<file path="config.mk">
export PLATFORM = sky130hd
export DESIGN_NAME = fp_issue_pipeline_control
export DESIGN_NICKNAME = d
export VERILOG_FILES = /design/src/hw/fp_issue_pkg.sv /design/src/hw/fp_issue_pipeline_control.sv
export VERILOG_INCLUDE_DIRS = /design/src /design/src/hw
export SDC_FILE = /design/constraint.sdc
export NUM_CORES = 1
export LEC_CHECK = 0
export ABC_AREA = 0
export BUFFER_PORTS_ARGS = -buffer_cell sky130_fd_sc_hd__buf_4
export CAP_MARGIN = 10
export CELL_PAD_IN_SITES_DETAIL_PLACEMENT = 1
export CELL_PAD_IN_SITES_GLOBAL_PLACEMENT = 1
export CORE_ASPECT_RATIO = 0.75
export CORE_MARGIN = 2
export CORE_UTILIZATION = 41
export DETAILED_ROUTE_END_ITERATION = 8
export PLACE_DENSITY = 0.87
export SYNTH_ARGS = -nofsm -noshare
export SYNTH_HDL_FRONTEND = slang
export SYNTH_SLANG_ARGS = --single-unit
export TNS_END_PERCENT = 100
</file>
<file path="constraint.sdc">
create_clock -name i_clk -period 3.25 [get_ports i_clk]
set_input_delay 0 -clock i_clk [delete_from_list [all_inputs] [get_ports i_clk]]
set_output_delay 0 -clock i_clk [all_outputs]
set_load 0.05 [all_outputs]
</file>
<file path="src/hw/fp_issue_params.svh">
// Constants for the floating-point issue and completion control
// Operation
// RULE1: Separate add, multiply, divide/sqrt sub-units
// RULE2: Up to two operations issue per cycle
// RULE3: Thirty-two register entries, single or double
// RULE4: Pipelined ops accept each cycle, latency three
// RULE5: Pipelined latency independent of precision
// RULE6: Divide/sqrt: 12 single, 22 double cycles
// RULE7: Long divide does not stall later instructions
// RULE8: Stay in step, predict long traps
// RULE9: One divide/sqrt in flight at once
// RULE10: Hold readers of pending results
`ifndef FP_ISSUE_PARAMS_SVH
`define FP_ISSUE_PARAMS_SVH
`define FP_REGS 32
`define FP_PIPE_LAT 3
`define FP_DIV_SP_LAT 12
`define FP_DIV_DP_LAT 22
`endif

</file>
<file path="src/hw/fp_issue_pkg.sv">
// Types for the floating-point issue and completion control
package fp_issue_pkg;
  // Sub-unit selector for an issue slot
  typedef enum logic [1:0] {
    UNIT_ADD = 2'b00,
    UNIT_MUL = 2'b01,
    UNIT_DIV = 2'b10,
    UNIT_NONE = 2'b11
  } fp_unit_t;
endpackage : fp_issue_pkg
</file>
<file path="src/hw/fp_issue_pipeline_control.sv">
// Issue, scoreboard and completion control for the floating-point unit
`timescale 1ns/1ps
`include "fp_issue_params.svh"
module fp_issue_pipeline_control #(
  parameter int unsigned REGS = `FP_REGS
) (
  input wire logic i_clk,
  input wire logic i_rst_n,
  input wire logic i_a_valid,
  input wire fp_issue_pkg::fp_unit_t i_a_unit,
  input wire logic i_a_dbl,
  input wire logic [4:0] i_a_src1,
  input wire logic [4:0] i_a_src2,
  input wire logic [4:0] i_a_dst,
  input wire logic i_a_trap_risk,
  input wire logic i_b_valid,
  input wire fp_issue_pkg::fp_unit_t i_b_unit,
  input wire logic i_b_dbl,
  input wire logic [4:0] i_b_src1,
  input wire logic [4:0] i_b_src2,
  input wire logic [4:0] i_b_dst,
  input wire logic i_b_trap_risk,
  input wire logic i_int_hold,
  output logic o_a_issue,
  output logic o_b_issue,
  output logic o_trap_predict,
  output logic o_div_busy,
  output logic o_wb_valid,
  output logic [4:0] o_wb_reg,
  output logic o_wb_dbl,
  output logic [1:0] o_wb_unit,
  output logic o_div_done,
  output logic [4:0] o_div_reg,
  output logic o_div_dbl,
  output logic [REGS-1:0] o_pending
);
  import fp_issue_pkg::*;

  localparam logic [4:0] SP_CNT = 5'(`FP_DIV_SP_LAT - 1);
  localparam logic [4:0] DP_CNT = 5'(`FP_DIV_DP_LAT - 1);

  typedef struct packed {
    logic [`FP_PIPE_LAT-1:0] add_v;
    logic [`FP_PIPE_LAT-1:0][5:0] add_d;
    logic [`FP_PIPE_LAT-1:0] mul_v;
    logic [`FP_PIPE_LAT-1:0][5:0] mul_d;
    logic div_busy;
    logic [4:0] div_cnt;
    logic [5:0] div_d;
    logic [REGS-1:0] pend;
    logic wb_valid;
    logic [4:0] wb_reg;
    logic wb_dbl;
    logic [1:0] wb_unit;
    logic div_done;
    logic [4:0] div_reg;
    logic div_dbl;
    logic trap_pred;
  } state_t;

  state_t st_r;
  state_t st_nxt;

  // Any operand or the destination still has a result outstanding (read and write hazards)
  function automatic logic blocked(input logic [REGS-1:0] p, input logic [4:0] s1, input logic [4:0] s2,
                                   input logic [4:0] d);
    blocked = p[s1] | p[s2] | p[d];
  endfunction : blocked

  logic a_go;
  logic b_go;

  // Issue decision: each slot needs a free sub-unit and clean operands
  always_comb begin
    a_go = i_a_valid && !i_int_hold && (i_a_unit != UNIT_NONE) // RULE8
        && !blocked(st_r.pend, i_a_src1, i_a_src2, i_a_dst) // RULE10
        && !(i_a_unit == UNIT_DIV && st_r.div_busy); // RULE9
    b_go = i_b_valid && !i_int_hold && (i_b_unit != UNIT_NONE) && a_go // Keeps program order
        && (i_b_unit != i_a_unit) // RULE1 RULE2
        && !blocked(st_r.pend, i_b_src1, i_b_src2, i_b_dst) // RULE10
        && i_b_src1 != i_a_dst && i_b_src2 != i_a_dst && i_b_dst != i_a_dst
        && !(i_b_unit == UNIT_DIV && st_r.div_busy); // RULE9
  end

  // Next state: shift pipes, count divide, update scoreboard
  always_comb begin
    st_nxt = st_r;
    st_nxt.wb_valid = 1'b0;
    st_nxt.div_done = 1'b0;
    st_nxt.trap_pred = 1'b0;
    // Fixed three-stage pipes, no precision dependence
    for (int i = `FP_PIPE_LAT - 1; i > 0; i--) begin
      st_nxt.add_v[i] = st_r.add_v[i-1]; // RULE4 RULE5
      st_nxt.add_d[i] = st_r.add_d[i-1];
      st_nxt.mul_v[i] = st_r.mul_v[i-1];
      st_nxt.mul_d[i] = st_r.mul_d[i-1];
    end
    st_nxt.add_v[0] = 1'b0;
    st_nxt.mul_v[0] = 1'b0;
    // Add and multiply can retire in the same cycle; both clear their pending bits,
    // but the adder has priority on the single pipelined write port stage
    if (st_r.add_v[`FP_PIPE_LAT-1]) begin
      st_nxt.wb_valid = 1'b1;
      st_nxt.wb_reg = st_r.add_d[`FP_PIPE_LAT-1][4:0];
      st_nxt.wb_dbl = st_r.add_d[`FP_PIPE_LAT-1][5];
      st_nxt.wb_unit = UNIT_ADD;
      st_nxt.pend[st_r.add_d[`FP_PIPE_LAT-1][4:0]] = 1'b0;
    end
    if (st_r.mul_v[`FP_PIPE_LAT-1]) begin
      st_nxt.pend[st_r.mul_d[`FP_PIPE_LAT-1][4:0]] = 1'b0;
      if (!st_r.add_v[`FP_PIPE_LAT-1]) begin
        st_nxt.wb_valid = 1'b1;
        st_nxt.wb_reg = st_r.mul_d[`FP_PIPE_LAT-1][4:0];
        st_nxt.wb_dbl = st_r.mul_d[`FP_PIPE_LAT-1][5];
        st_nxt.wb_unit = UNIT_MUL;
      end
    end
    // Divide runs beside the pipes and retires on its own port
    if (st_r.div_busy) begin
      if (st_r.div_cnt == 5'h00) begin
        st_nxt.div_busy = 1'b0; // RULE6
        st_nxt.div_done = 1'b1;
        st_nxt.div_reg = st_r.div_d[4:0];
        st_nxt.div_dbl = st_r.div_d[5];
        st_nxt.pend[st_r.div_d[4:0]] = 1'b0;
      end else begin
        st_nxt.div_cnt = st_r.div_cnt - 5'h01;
      end
    end
    // Launch new operations into their sub-units
    if (a_go) begin
      unique case (i_a_unit)
        UNIT_ADD: begin
          st_nxt.add_v[0] = 1'b1;
          st_nxt.add_d[0] = {i_a_dbl, i_a_dst};
        end
        UNIT_MUL: begin
          st_nxt.mul_v[0] = 1'b1;
          st_nxt.mul_d[0] = {i_a_dbl, i_a_dst};
        end
        UNIT_DIV: begin
          st_nxt.div_busy = 1'b1;
          st_nxt.div_cnt = i_a_dbl ? DP_CNT : SP_CNT; // RULE6
          st_nxt.div_d = {i_a_dbl, i_a_dst};
        end
        default: ;
      endcase
      st_nxt.pend[i_a_dst] = 1'b1; // RULE3
      st_nxt.trap_pred = i_a_trap_risk && i_a_unit == UNIT_DIV; // RULE8
    end
    if (b_go) begin
      unique case (i_b_unit)
        UNIT_ADD: begin
          st_nxt.add_v[0] = 1'b1;
          st_nxt.add_d[0] = {i_b_dbl, i_b_dst};
        end
        UNIT_MUL: begin
          st_nxt.mul_v[0] = 1'b1;
          st_nxt.mul_d[0] = {i_b_dbl, i_b_dst};
        end
        UNIT_DIV: begin
          st_nxt.div_busy = 1'b1;
          st_nxt.div_cnt = i_b_dbl ? DP_CNT : SP_CNT;
          st_nxt.div_d = {i_b_dbl, i_b_dst};
        end
        default: ;
      endcase
      st_nxt.pend[i_b_dst] = 1'b1;
      st_nxt.trap_pred = st_nxt.trap_pred | (i_b_trap_risk && i_b_unit == UNIT_DIV);
    end
  end

  // State register
  always_ff @(posedge i_clk or negedge i_rst_n) begin
    if (!i_rst_n) begin
      st_r <= '0;
    end else begin
      st_r <= st_nxt;
    end
  end

  assign o_a_issue = a_go;
  assign o_b_issue = b_go;
  assign o_trap_predict = st_r.trap_pred;
  assign o_div_busy = st_r.div_busy; // RULE7
  assign o_wb_valid = st_r.wb_valid;
  assign o_wb_reg = st_r.wb_reg;
  assign o_wb_dbl = st_r.wb_dbl;
  assign o_wb_unit = st_r.wb_unit;
  assign o_div_done = st_r.div_done;
  assign o_div_reg = st_r.div_reg;
  assign o_div_dbl = st_r.div_dbl;
  assign o_pending = st_r.pend;
endmodule : fp_issue_pipeline_control

</file>
==> qor.csv, run 1 <==
metric;value;unit
Reg clk slew, reported paths;0.08;ns
initial antenna violation count;1;
first-pass GRT wire length;46700;um
Die H;122;um
DR vias/cell;6.80;
DRC Markers;0;
critical setup path kind;register to register;
post-synthesis cell count;793;
Yosys reg bits;103;
TritonCTS Buffers;9;
Util after Layout;0.502;
Final Slew Violations;0;
Final ANT Viol Nets;0;
required time worst endpoint;3.47;ns
Die X;161;um
clk sinks;103;
max reg flops;32;
final hold violations;0;
Synth cell types;62;
vias in the first global route;7532;
Post-synth EDFFs;0;
Starting Density;0.423;
largest net degree at the start of global routing;65;
placed instance count;1087;
post-route non-filler standard cell count;1120;
Final Skew;0.0173;ns
io pins;95;
layout cells sized above 1;0.318;
syn nets;837;
row cnt;42;
clk_lat worst skew;0.37;ns
Max Cap Viol;0;
initial DRC count;1245;
# diodes;0;
Fillers;2003;
pre-CTS setup slack;-0.0364;ns
Detail Placement HPWL;21500;um
Post-Syn Area;0.00757;mm2
wire per inst;28.7;um
die area;0.0196;mm2
run status;finished, violations left;
P&R area growth vs syn;18.6;%
Syn Area/Cell;9.54;um2
H-tree levels;3;
violated checks;negative setup slack;
area post-placement;0.00847;mm2
Placer Congestion;0.988;
Critical Path End Type;register;
Hold WC Path Type;input port to register;
Layout Nets;917;
crit path launch type;register;
total track usage;0.314;
worst slew pin tran;0.885;ns
FMAX;0.292;GHz
Slew headroom;0.410;
arrival time worst endpoint;3.64;ns
Synth Warn #;0;
Setup violations, final;29;
Congestion Overflow GR;0;
Post-synth top flop;dfrtp_1;
VDD IR-drop max;367;uV
root buf cell;clkbuf_16;
fin crit share;1.05;
leak pwr;4.01;nW
final hold slack;0.00311;ns
design area;0.00897;mm2
RSZ-0062 raised after global routing;yes;
DRT Pass-1 Iters;7;
core area;0.0179;mm2
total vias in the final route;7618;
Power Density;670;mW/mm2
Max FO, Critical Path;16;
final setup margin;-0.174;ns
IO buf count;94;
final WL;32200;um
Seq/Total Area, Yosys;0.341;
CTS tree;yes;
maximum clock path buffer count;2;
Post-synth ARST share;1.00;
Min Clock Period, post-route;3.42;ns
cells in the final DEF (no fill, tap or decap), drive strengths merged, types with 10 or more instances in the layout:
master | synthesis | routed
o31ai | 33 | 33
nor2b | 16 | 16
a22oi | 40 | 40
nand3 | 23 | 23
buf | 60 | 170
xnor2 | 12 | 12
a31oi | 20 | 20
nor2 | 26 | 26
nand2 | 80 | 80
a21oi | 46 | 46
mux2 | 40 | 40
clkbuf | 47 | 10
nand2b | 15 | 15
mux2i | 61 | 61
nor3 | 12 | 12
dfrtp | 103 | 103
mux4 | 20 | 20
inv | 16 | 21
nor3b | 11 | 11
synth_stat cells, drive strengths merged, types with 4 or more instances:
master | count | area (um2)
nor2b | 16 | 100
and2 | 4 | 25.0
nor3 | 12 | 60.1
nand3 | 23 | 115
buf | 60 | 444
and3b | 6 | 52.6
mux4 | 20 | 465
clkbuf | 47 | 176
o21ai | 9 | 45.0
dfrtp | 103 | 2580
nand3b | 9 | 67.6
nor4 | 9 | 86.3
xnor2 | 12 | 105
mux2 | 40 | 450
nor3b | 11 | 82.6
a31oi | 20 | 125
inv | 16 | 60.1
and3 | 6 | 37.5
a21oi | 46 | 230
xor2 | 4 | 35.0
nand2 | 80 | 300
o211a | 6 | 60.1
nor2 | 26 | 97.6
mux2i | 61 | 611
or2 | 8 | 50.1
a22oi | 40 | 300
or4 | 4 | 30.0
o31ai | 33 | 293
nand4 | 6 | 37.5
nand2b | 15 | 93.8
cell type report:
class	instances	area (um2)	area share
inverters	17	63.8	0.00711
repair buffers	176	1370	0.153
well taps	242	303	0.0337
multi-input cells	566	4340	0.483
flip-flops and latches	103	2590	0.288
clock inverters	7	88.8	0.00990
clock buffers	9	225	0.0251
critical path, cell delays in order (launching register included):
cell and delay [ns]:
dfrtp_1 0.48, mux4_1 0.57, nand2b_1 0.11, nand4_1 0.12
or4_1 0.43, or4_4 0.56, or2_4 0.30, buf_4 0.15
clkbuf_16 0.18, o31ai_1 0.37
power breakdown:
part	internal [mW]	switching (mW)
combinational	1.01	1.68
sequential	1.68	0.484
clock	0.562	0.601
total	3.25	2.76
logic make-up after synthesis:
kind of cell | Yosys count | share of synthesized area
buffers and inverters | 124 | 0.0905
AND/OR/NAND/NOR | 245 | 0.174
multiplexers | 121 | 0.202
AO/OA/AOI/OAI | 183 | 0.173
adder cells (fa/ha/maj) | 1 | 0.00165
flip-flops | 103 | 0.341
XOR/XNOR | 16 | 0.0185
per-stage QoR:
stage                     total power [mW]  TNS [ns]
after floorplan                       3.81         0
after global placement                4.56         0
after detailed placement              4.68   -0.0591
after CTS                             5.87   -0.0270
after global routing                  6.22     -2.10
final                                 6.01     -1.61
path summary, 6_finish.rpt:
| check | startpoint | endpoint | slack, ns | cells past startpoint |
|---|---|---|---|---|
| max | o_pending[1] | o_pending[27] | -0.17 | 9 |
| min | i_a_unit[0] | st_r[55] | 0.003 | 4 |
| max in group asynchronous | i_rst_n | st_r[76] | 2.14 | 3 |
| min in group asynchronous | i_rst_n | o_wb_valid | 0.29 | 2 |
| max reg2reg | o_pending[1] | o_pending[27] | -0.17 | 9 |
| min reg2reg | st_nxt[95] | st_r[95] | 0.35 | 0 |
routing by layer:
layer | vias to the layer above | track usage | routed length, um
met5 | - | 0 | 16
met2 | 659 | 0.453 | 13500
met1 | 3737 | 0.430 | 12600
met3 | 163 | 0.127 | 4780
met4 | 2 | 0.103 | 1280
li1 | 3057 | - | -
what timing repair did:
item	CTS	global route
endpoints found under the setup margin	22	22
setup buffers	6	5
cloned	0	1
hold buffers	5	0
gates resized for setup	8	8
pin swaps	0	2
endpoints found under the hold margin	66	0
Power figures use the tool's default switching activity.
==> inputs of run 2 (changes only) <==
SETUP_SLACK_MARGIN = 0.4   (was unset)
==> run 2 against run 1 <==
- the flow still finishes with violations (negative setup slack)
- largest cell class unchanged
- critical path type is now register to output pin
- combinational power grew 13%
- global-route usage grew 1.7 points
- non-clock buffer count grew 24
- sequential power is essentially flat
- utilization grew 4.8 points
- critical path depth grew 2
- register-to-register slack gained 0.05 ns
- highest routed layer is now met4
- count of clock-buffer cells in the layout is the same
==> qor.csv, run 2 (synthesized netlist as in run 1, its figures left out) <==
metric;value;unit
run status;finished, violations left;
violated checks;negative setup slack;
wire per inst;30.9;um
CTS tree;yes;
Min Clock Period, post-route;3.38;ns
internal power;3.45;mW
RSZ-0062 raised after global routing;yes;
maximum clock path buffer count;2;
Max FO, Critical Path;5;
required time worst endpoint;3.25;ns
Hold WC Path Type;input port to register;
total track usage;0.331;
max incr delay on CP;0.59;ns
clk sinks;103;
register share of total power;0.339;
root buf cell;clkbuf_16;
DR vias/cell;6.97;
core area;0.0179;mm2
total vias in the final route;7976;
VDD IR-drop max;389;uV
Detail Placement HPWL;21600;um
vias in the first global route;7867;
Final Slew Violations;0;
final WL;35400;um
Critical Path End Type;output pin;
most used cell, CP;buf_8;
Reg clk slew, reported paths;0.08;ns
clk_lat worst skew;0.37;ns
initial DRC count;1117;
Die H;122;um
Final Skew;0.0111;ns
Logic pwr share;0.478;
Fillers;1934;
Critical Path, Cell by Cell;buf_4 > mux4_2 > inv_1 > o22ai_1 > or4_1 > or4_4 > or2_4 > buf_12 > buf_8 > clkinvlp_4 > buf_8;
Sw Ratio;0.454;
row cnt;42;
largest net degree at the start of global routing;53;
die area;0.0196;mm2
Placer Congestion;0.987;
fin crit share;1.04;
max reg flops;32;
arrival time worst endpoint;3.38;ns
P&R area growth vs syn;29.9;%
final hold violations;0;
sw power;2.87;mW
Max Cap Viol;0;
io pins;95;
FMAX;0.295;GHz
DRT Pass-1 Iters;6;
Power Density;643;mW/mm2
IO buf count;94;
clock group share of total power;0.184;
final setup margin;-0.135;ns
initial antenna violation count;1;
critical setup path kind;register to output pin;
layout cells sized above 1;0.375;
Starting Density;0.423;
Critical-path top delay cell;or4_1;
crit path launch type;register;
Slew headroom;0.204;
placed instance count;1089;
leak pwr;4.31;nW
pre-CTS setup slack;-0.0462;ns
Congestion Overflow GR;0;
Final ANT Viol Nets;0;
worst slew pin tran;1.19;ns
Setup violations, final;40;
post-route non-filler standard cell count;1144;
DRC Markers;0;
TritonCTS Buffers;9;
most frequent cells in the layout;buf_4, dfrtp_1, nand2_1;
first-pass GRT wire length;48400;um
most common cell after layout, fill and taps aside;buf_4;
Die X;161;um
H-tree levels;3;
Layout Nets;941;
-- run 2: cell count changes in the layout (fill, tap and decap cells not counted), moves of 3 or more --
cell	previous run	this run
o31ai_1	24	1
or2_4	1	4
buf_6	2	22
mux2_4	0	23
o31ai_2	9	1
buf_8	0	4
mux2_2	39	17
o31ai_4	0	31
-- run 2: layout make-up --
class | instances | area (um2) | share of cell area
Clock inverter | 6 | 75.1 | 0.00764
Inverter | 17 | 67.6 | 0.00687
Tap cell | 242 | 303 | 0.0308
Clock buffer | 9 | 225 | 0.0229
Sequential cell | 103 | 2590 | 0.263
Multi-Input combinational cell | 566 | 4880 | 0.497
Antenna cell | 1 | 2.50 | 0.000255
Timing Repair Buffer | 200 | 1690 | 0.172
-- run 2: path summary, 6_finish.rpt --
path,startpoint,to,slack (ns),cells after the start
min,i_a_dbl,st_r[54],0.02,3
max reg2reg,o_pending[9],o_pending[25],-0.12,12
max in group asynchronous,i_rst_n,o_pending[17],2.12,3
min reg2reg,st_nxt[75],st_r[75],0.35,0
max,o_pending[9],o_b_issue,-0.13,11
min in group asynchronous,i_rst_n,o_wb_unit[1],0.21,2
-- run 2: what timing repair did --
action	4_1_cts	5_1_grt
endpoints found under the setup margin	60	61
cloned	1	2
hold endpoints to repair	58	0
hold buffers	4	0
pin swaps	30	15
setup buffers	26	6
resized for setup	101	39
-- run 2: power groups by stage --
stage          registers, mW  logic (mW)  clock network, mW
2_1_floorplan           2.01        1.81                  0
3_3_place_gp            2.09        2.46                  0
3_5_place_dp            2.13        2.53                  0
4_1_cts                 2.09        2.76               1.15
5_1_grt                 2.17        3.10               1.21
6_report                2.14        3.02               1.16
-- run 2: worst max-delay path: cells and delay by family (launching register included) --
family / cells / cell delay, ns
buffers and inverters: 6 / 0.71
muxes: 1 / 0.43
AOI/OAI and AO/OA: 1 / 0.10
DFF: 1 / 0.45
and+or+nand+nor: 3 / 1.31
-- run 2: through the flow --
step	utilization	total power [mW]	setup TNS [ns]	area (um2)	hold WS, ns
finish	0.550	6.32	-1.81	9830	0.0205
global placement	0.476	4.55	0	8500	0.0493
detailed placement	0.476	4.66	-0.175	8500	0.0626
CTS	0.532	6.00	0	9500	0.000377
global route	0.550	6.48	-2.15	9830	0.0180
floorplan	-	3.82	0	7600	-0.296
-- run 2: per-layer routing --
metal / track usage / part of all wire
met2: 0.505 / 0.43
met4: 0.138 / 0.061
met5: 0 / 0
met3: 0.123 / 0.14
met1: 0.426 / 0.36
==> inputs of run 3 (changes only) <==
--- a/config.mk
+++ b/config.mk
@@ -17,3 +17,3 @@
 export DETAILED_ROUTE_END_ITERATION = 8
-export PLACE_DENSITY = 0.87
+export PLACE_DENSITY = 0.73
 export SETUP_SLACK_MARGIN = 0.4
--- a/constraint.sdc
+++ b/constraint.sdc
@@ -3,2 +3,2 @@
 set_output_delay 0 -clock i_clk [all_outputs]
-set_load 0.05 [all_outputs]
+set_load 0.02 [all_outputs]
==> run 3 against run 2 <==
- the run now ends clean
- non-clock buffer count fell by 4
- sequential power fell by 2%
- first-iteration DRC count fell by 29%
- cell count fell by 0.35%
- clock skew fell by 0.0036 ns
- total power fell by 9.1%
- sequential cell count did not move
- combinational power fell by 17%
- critical path depth fell by 2
- hold slack got worse by 0.014 ns
==> qor.csv, run 3 (synthesized netlist as in run 1, its figures left out) <==
metric;value;unit
Final Slew Violations;0;
Critical Path End Type;register;
clk sinks;103;
Reg-to-Reg End;st_nxt[70];
Setup violations, final;0;
Congestion Overflow GR;0;
arrival time worst endpoint;3.48;ns
initial antenna violation count;0;
Reg2Reg Launch Point;o_pending[27];
root buf cell;clkbuf_16;
worst slew pin tran;1.12;ns
VDD IR-drop max;302;uV
TritonCTS Buffers;9;
total vias in the final route;7465;
hold wc startpoint;i_a_dbl;
row cnt;42;
most frequent cells in the layout;buf_4, dfrtp_1, nand2_1;
Hold WC Path Type;input port to register;
first-pass GRT wire length;48300;um
multi-input combinational cell area;0.00478;mm2
Layout Nets;937;
io pins;95;
CTS tree;yes;
RSZ-0062 raised after global routing;yes;
fin crit share;1.00;
initial DRC count;797;
wire per inst;28.8;um
Starting Density;0.423;
max reg flops;32;
core area;0.0179;mm2
maximum clock path buffer count;2;
DR vias/cell;6.55;
Final ANT Viol Nets;0;
Detail Placement HPWL;22700;um
flop2flop setup slack;0.001;ns
crit path launch type;register;
die area;0.0196;mm2
Final Skew;0.00751;ns
P&R area growth vs syn;27.4;%
layout cells sized above 1;0.366;
Reg clk slew, reported paths;0.07;ns
Min Clock Period, post-route;3.25;ns
hold path endpoint;st_r[56];
FMAX;0.308;GHz
Fillers;1982;
DRT Pass-1 Iters;7;
Util after Layout;0.540;
Slew headroom;0.256;
DRC Markers;0;
vias in the first global route;7570;
final WL;32800;um
Max Cap Viol;0;
total track usage;0.331;
WHS Path Cells;3;
Power Density;596;mW/mm2
H-tree levels;3;
critical setup path kind;register to register;
FF-to-FF path depth;9;
Max FO, Critical Path;7;
Register Area;0.00258;mm2
Placer Congestion;1.01;
final hold violations;0;
IO buf count;94;
required time worst endpoint;3.49;ns
largest net degree at the start of global routing;55;
final hold slack;0.00700;ns
leak pwr;4.28;nW
# diodes;0;
Die X;161;um
run status;finished clean;
Die H;122;um
clk_lat worst skew;0.36;ns
most common cell after layout, fill and taps aside;buf_4;
## run 3: changes by cell type in the layout (fill, tap and decap cells not counted), sizes merged
cell,previous run,this run
buf,194,191
inv,18,17
diode,1,0
clkinvlp,2,0
clkinv,2,3
clkbuf,11,13
## run 3: power by group
part	internal [mW]	switching [mW]	total [mW]
Clock	0.623	0.506	1.13
Combinational	1.12	1.40	2.52
Sequential	1.68	0.418	2.10
## run 3: worst max path at each step
stage          cells after the start          to  slack [ns]     startpoint
6_report                           9  st_nxt[70]       0.001  o_pending[27]
5_1_grt                            9  st_nxt[70]       -0.02  o_pending[27]
4_1_cts                            9   o_b_issue        0.09  o_pending[27]
3_5_place_dp                       9  st_nxt[70]        0.05  o_pending[21]
3_3_place_gp                       8  st_nxt[72]        0.12  o_pending[27]
2_1_floorplan                      8  st_nxt[72]        0.27  o_pending[11]
## run 3: final cells by class
type | count | share of cell area
flip-flops and latches | 103 | 0.267
clock inverters | 4 | 0.00545
multi-input cells | 566 | 0.496
clock buffers | 12 | 0.0256
repair buffers | 196 | 0.167
well taps | 242 | 0.0314
inverters | 17 | 0.00662
## run 3: critical path, cell delays in order (launching register included)
cell and delay, ns:
dfrtp_1 0.43, buf_4 0.17, mux4_2 0.46, nor2b_2 0.19
or4_4 0.53, or4_4 0.47, buf_6 0.16, nor4_4 0.18
buf_6 0.20, mux2_4 0.32
## run 3: timing repair
| action | in CTS | in global routing |
|---|---|---|
| gates cloned | 2 | 1 |
| pin swaps | 14 | 7 |
| hold buffers | 4 | 0 |
| hold endpoints to repair | 56 | 0 |
| resized for setup | 64 | 37 |
| endpoints found under the setup margin | 60 | 61 |
| buffers inserted | 15 | 12 |
## run 3: per-stage QoR
stage	instances	TNS, ns	worst slack (ns)	cell area [um2]	total power [mW]
after floorplan	793	0	0.269	7590	3.44
after global placement	1090	0	0.118	8510	4.17
after detailed placement	1090	0	0.0512	8510	4.31
after CTS	1127	0	0.0926	9330	5.57
after global routing	1140	-0.132	-0.0176	9640	5.98
final	1140	0	0.00145	9640	5.75
## run 3: metal layers
| metal | vias up | GRT usage | wire length, um |
|---|---|---|---|
| met5 | - | 0 | 0 |
| met4 | 0 | 0.110 | 1170 |
| met3 | 101 | 0.0902 | 3680 |
| met2 | 490 | 0.517 | 14500 |
| met1 | 3766 | 0.449 | 13500 |
| li1 | 3108 | - | - |
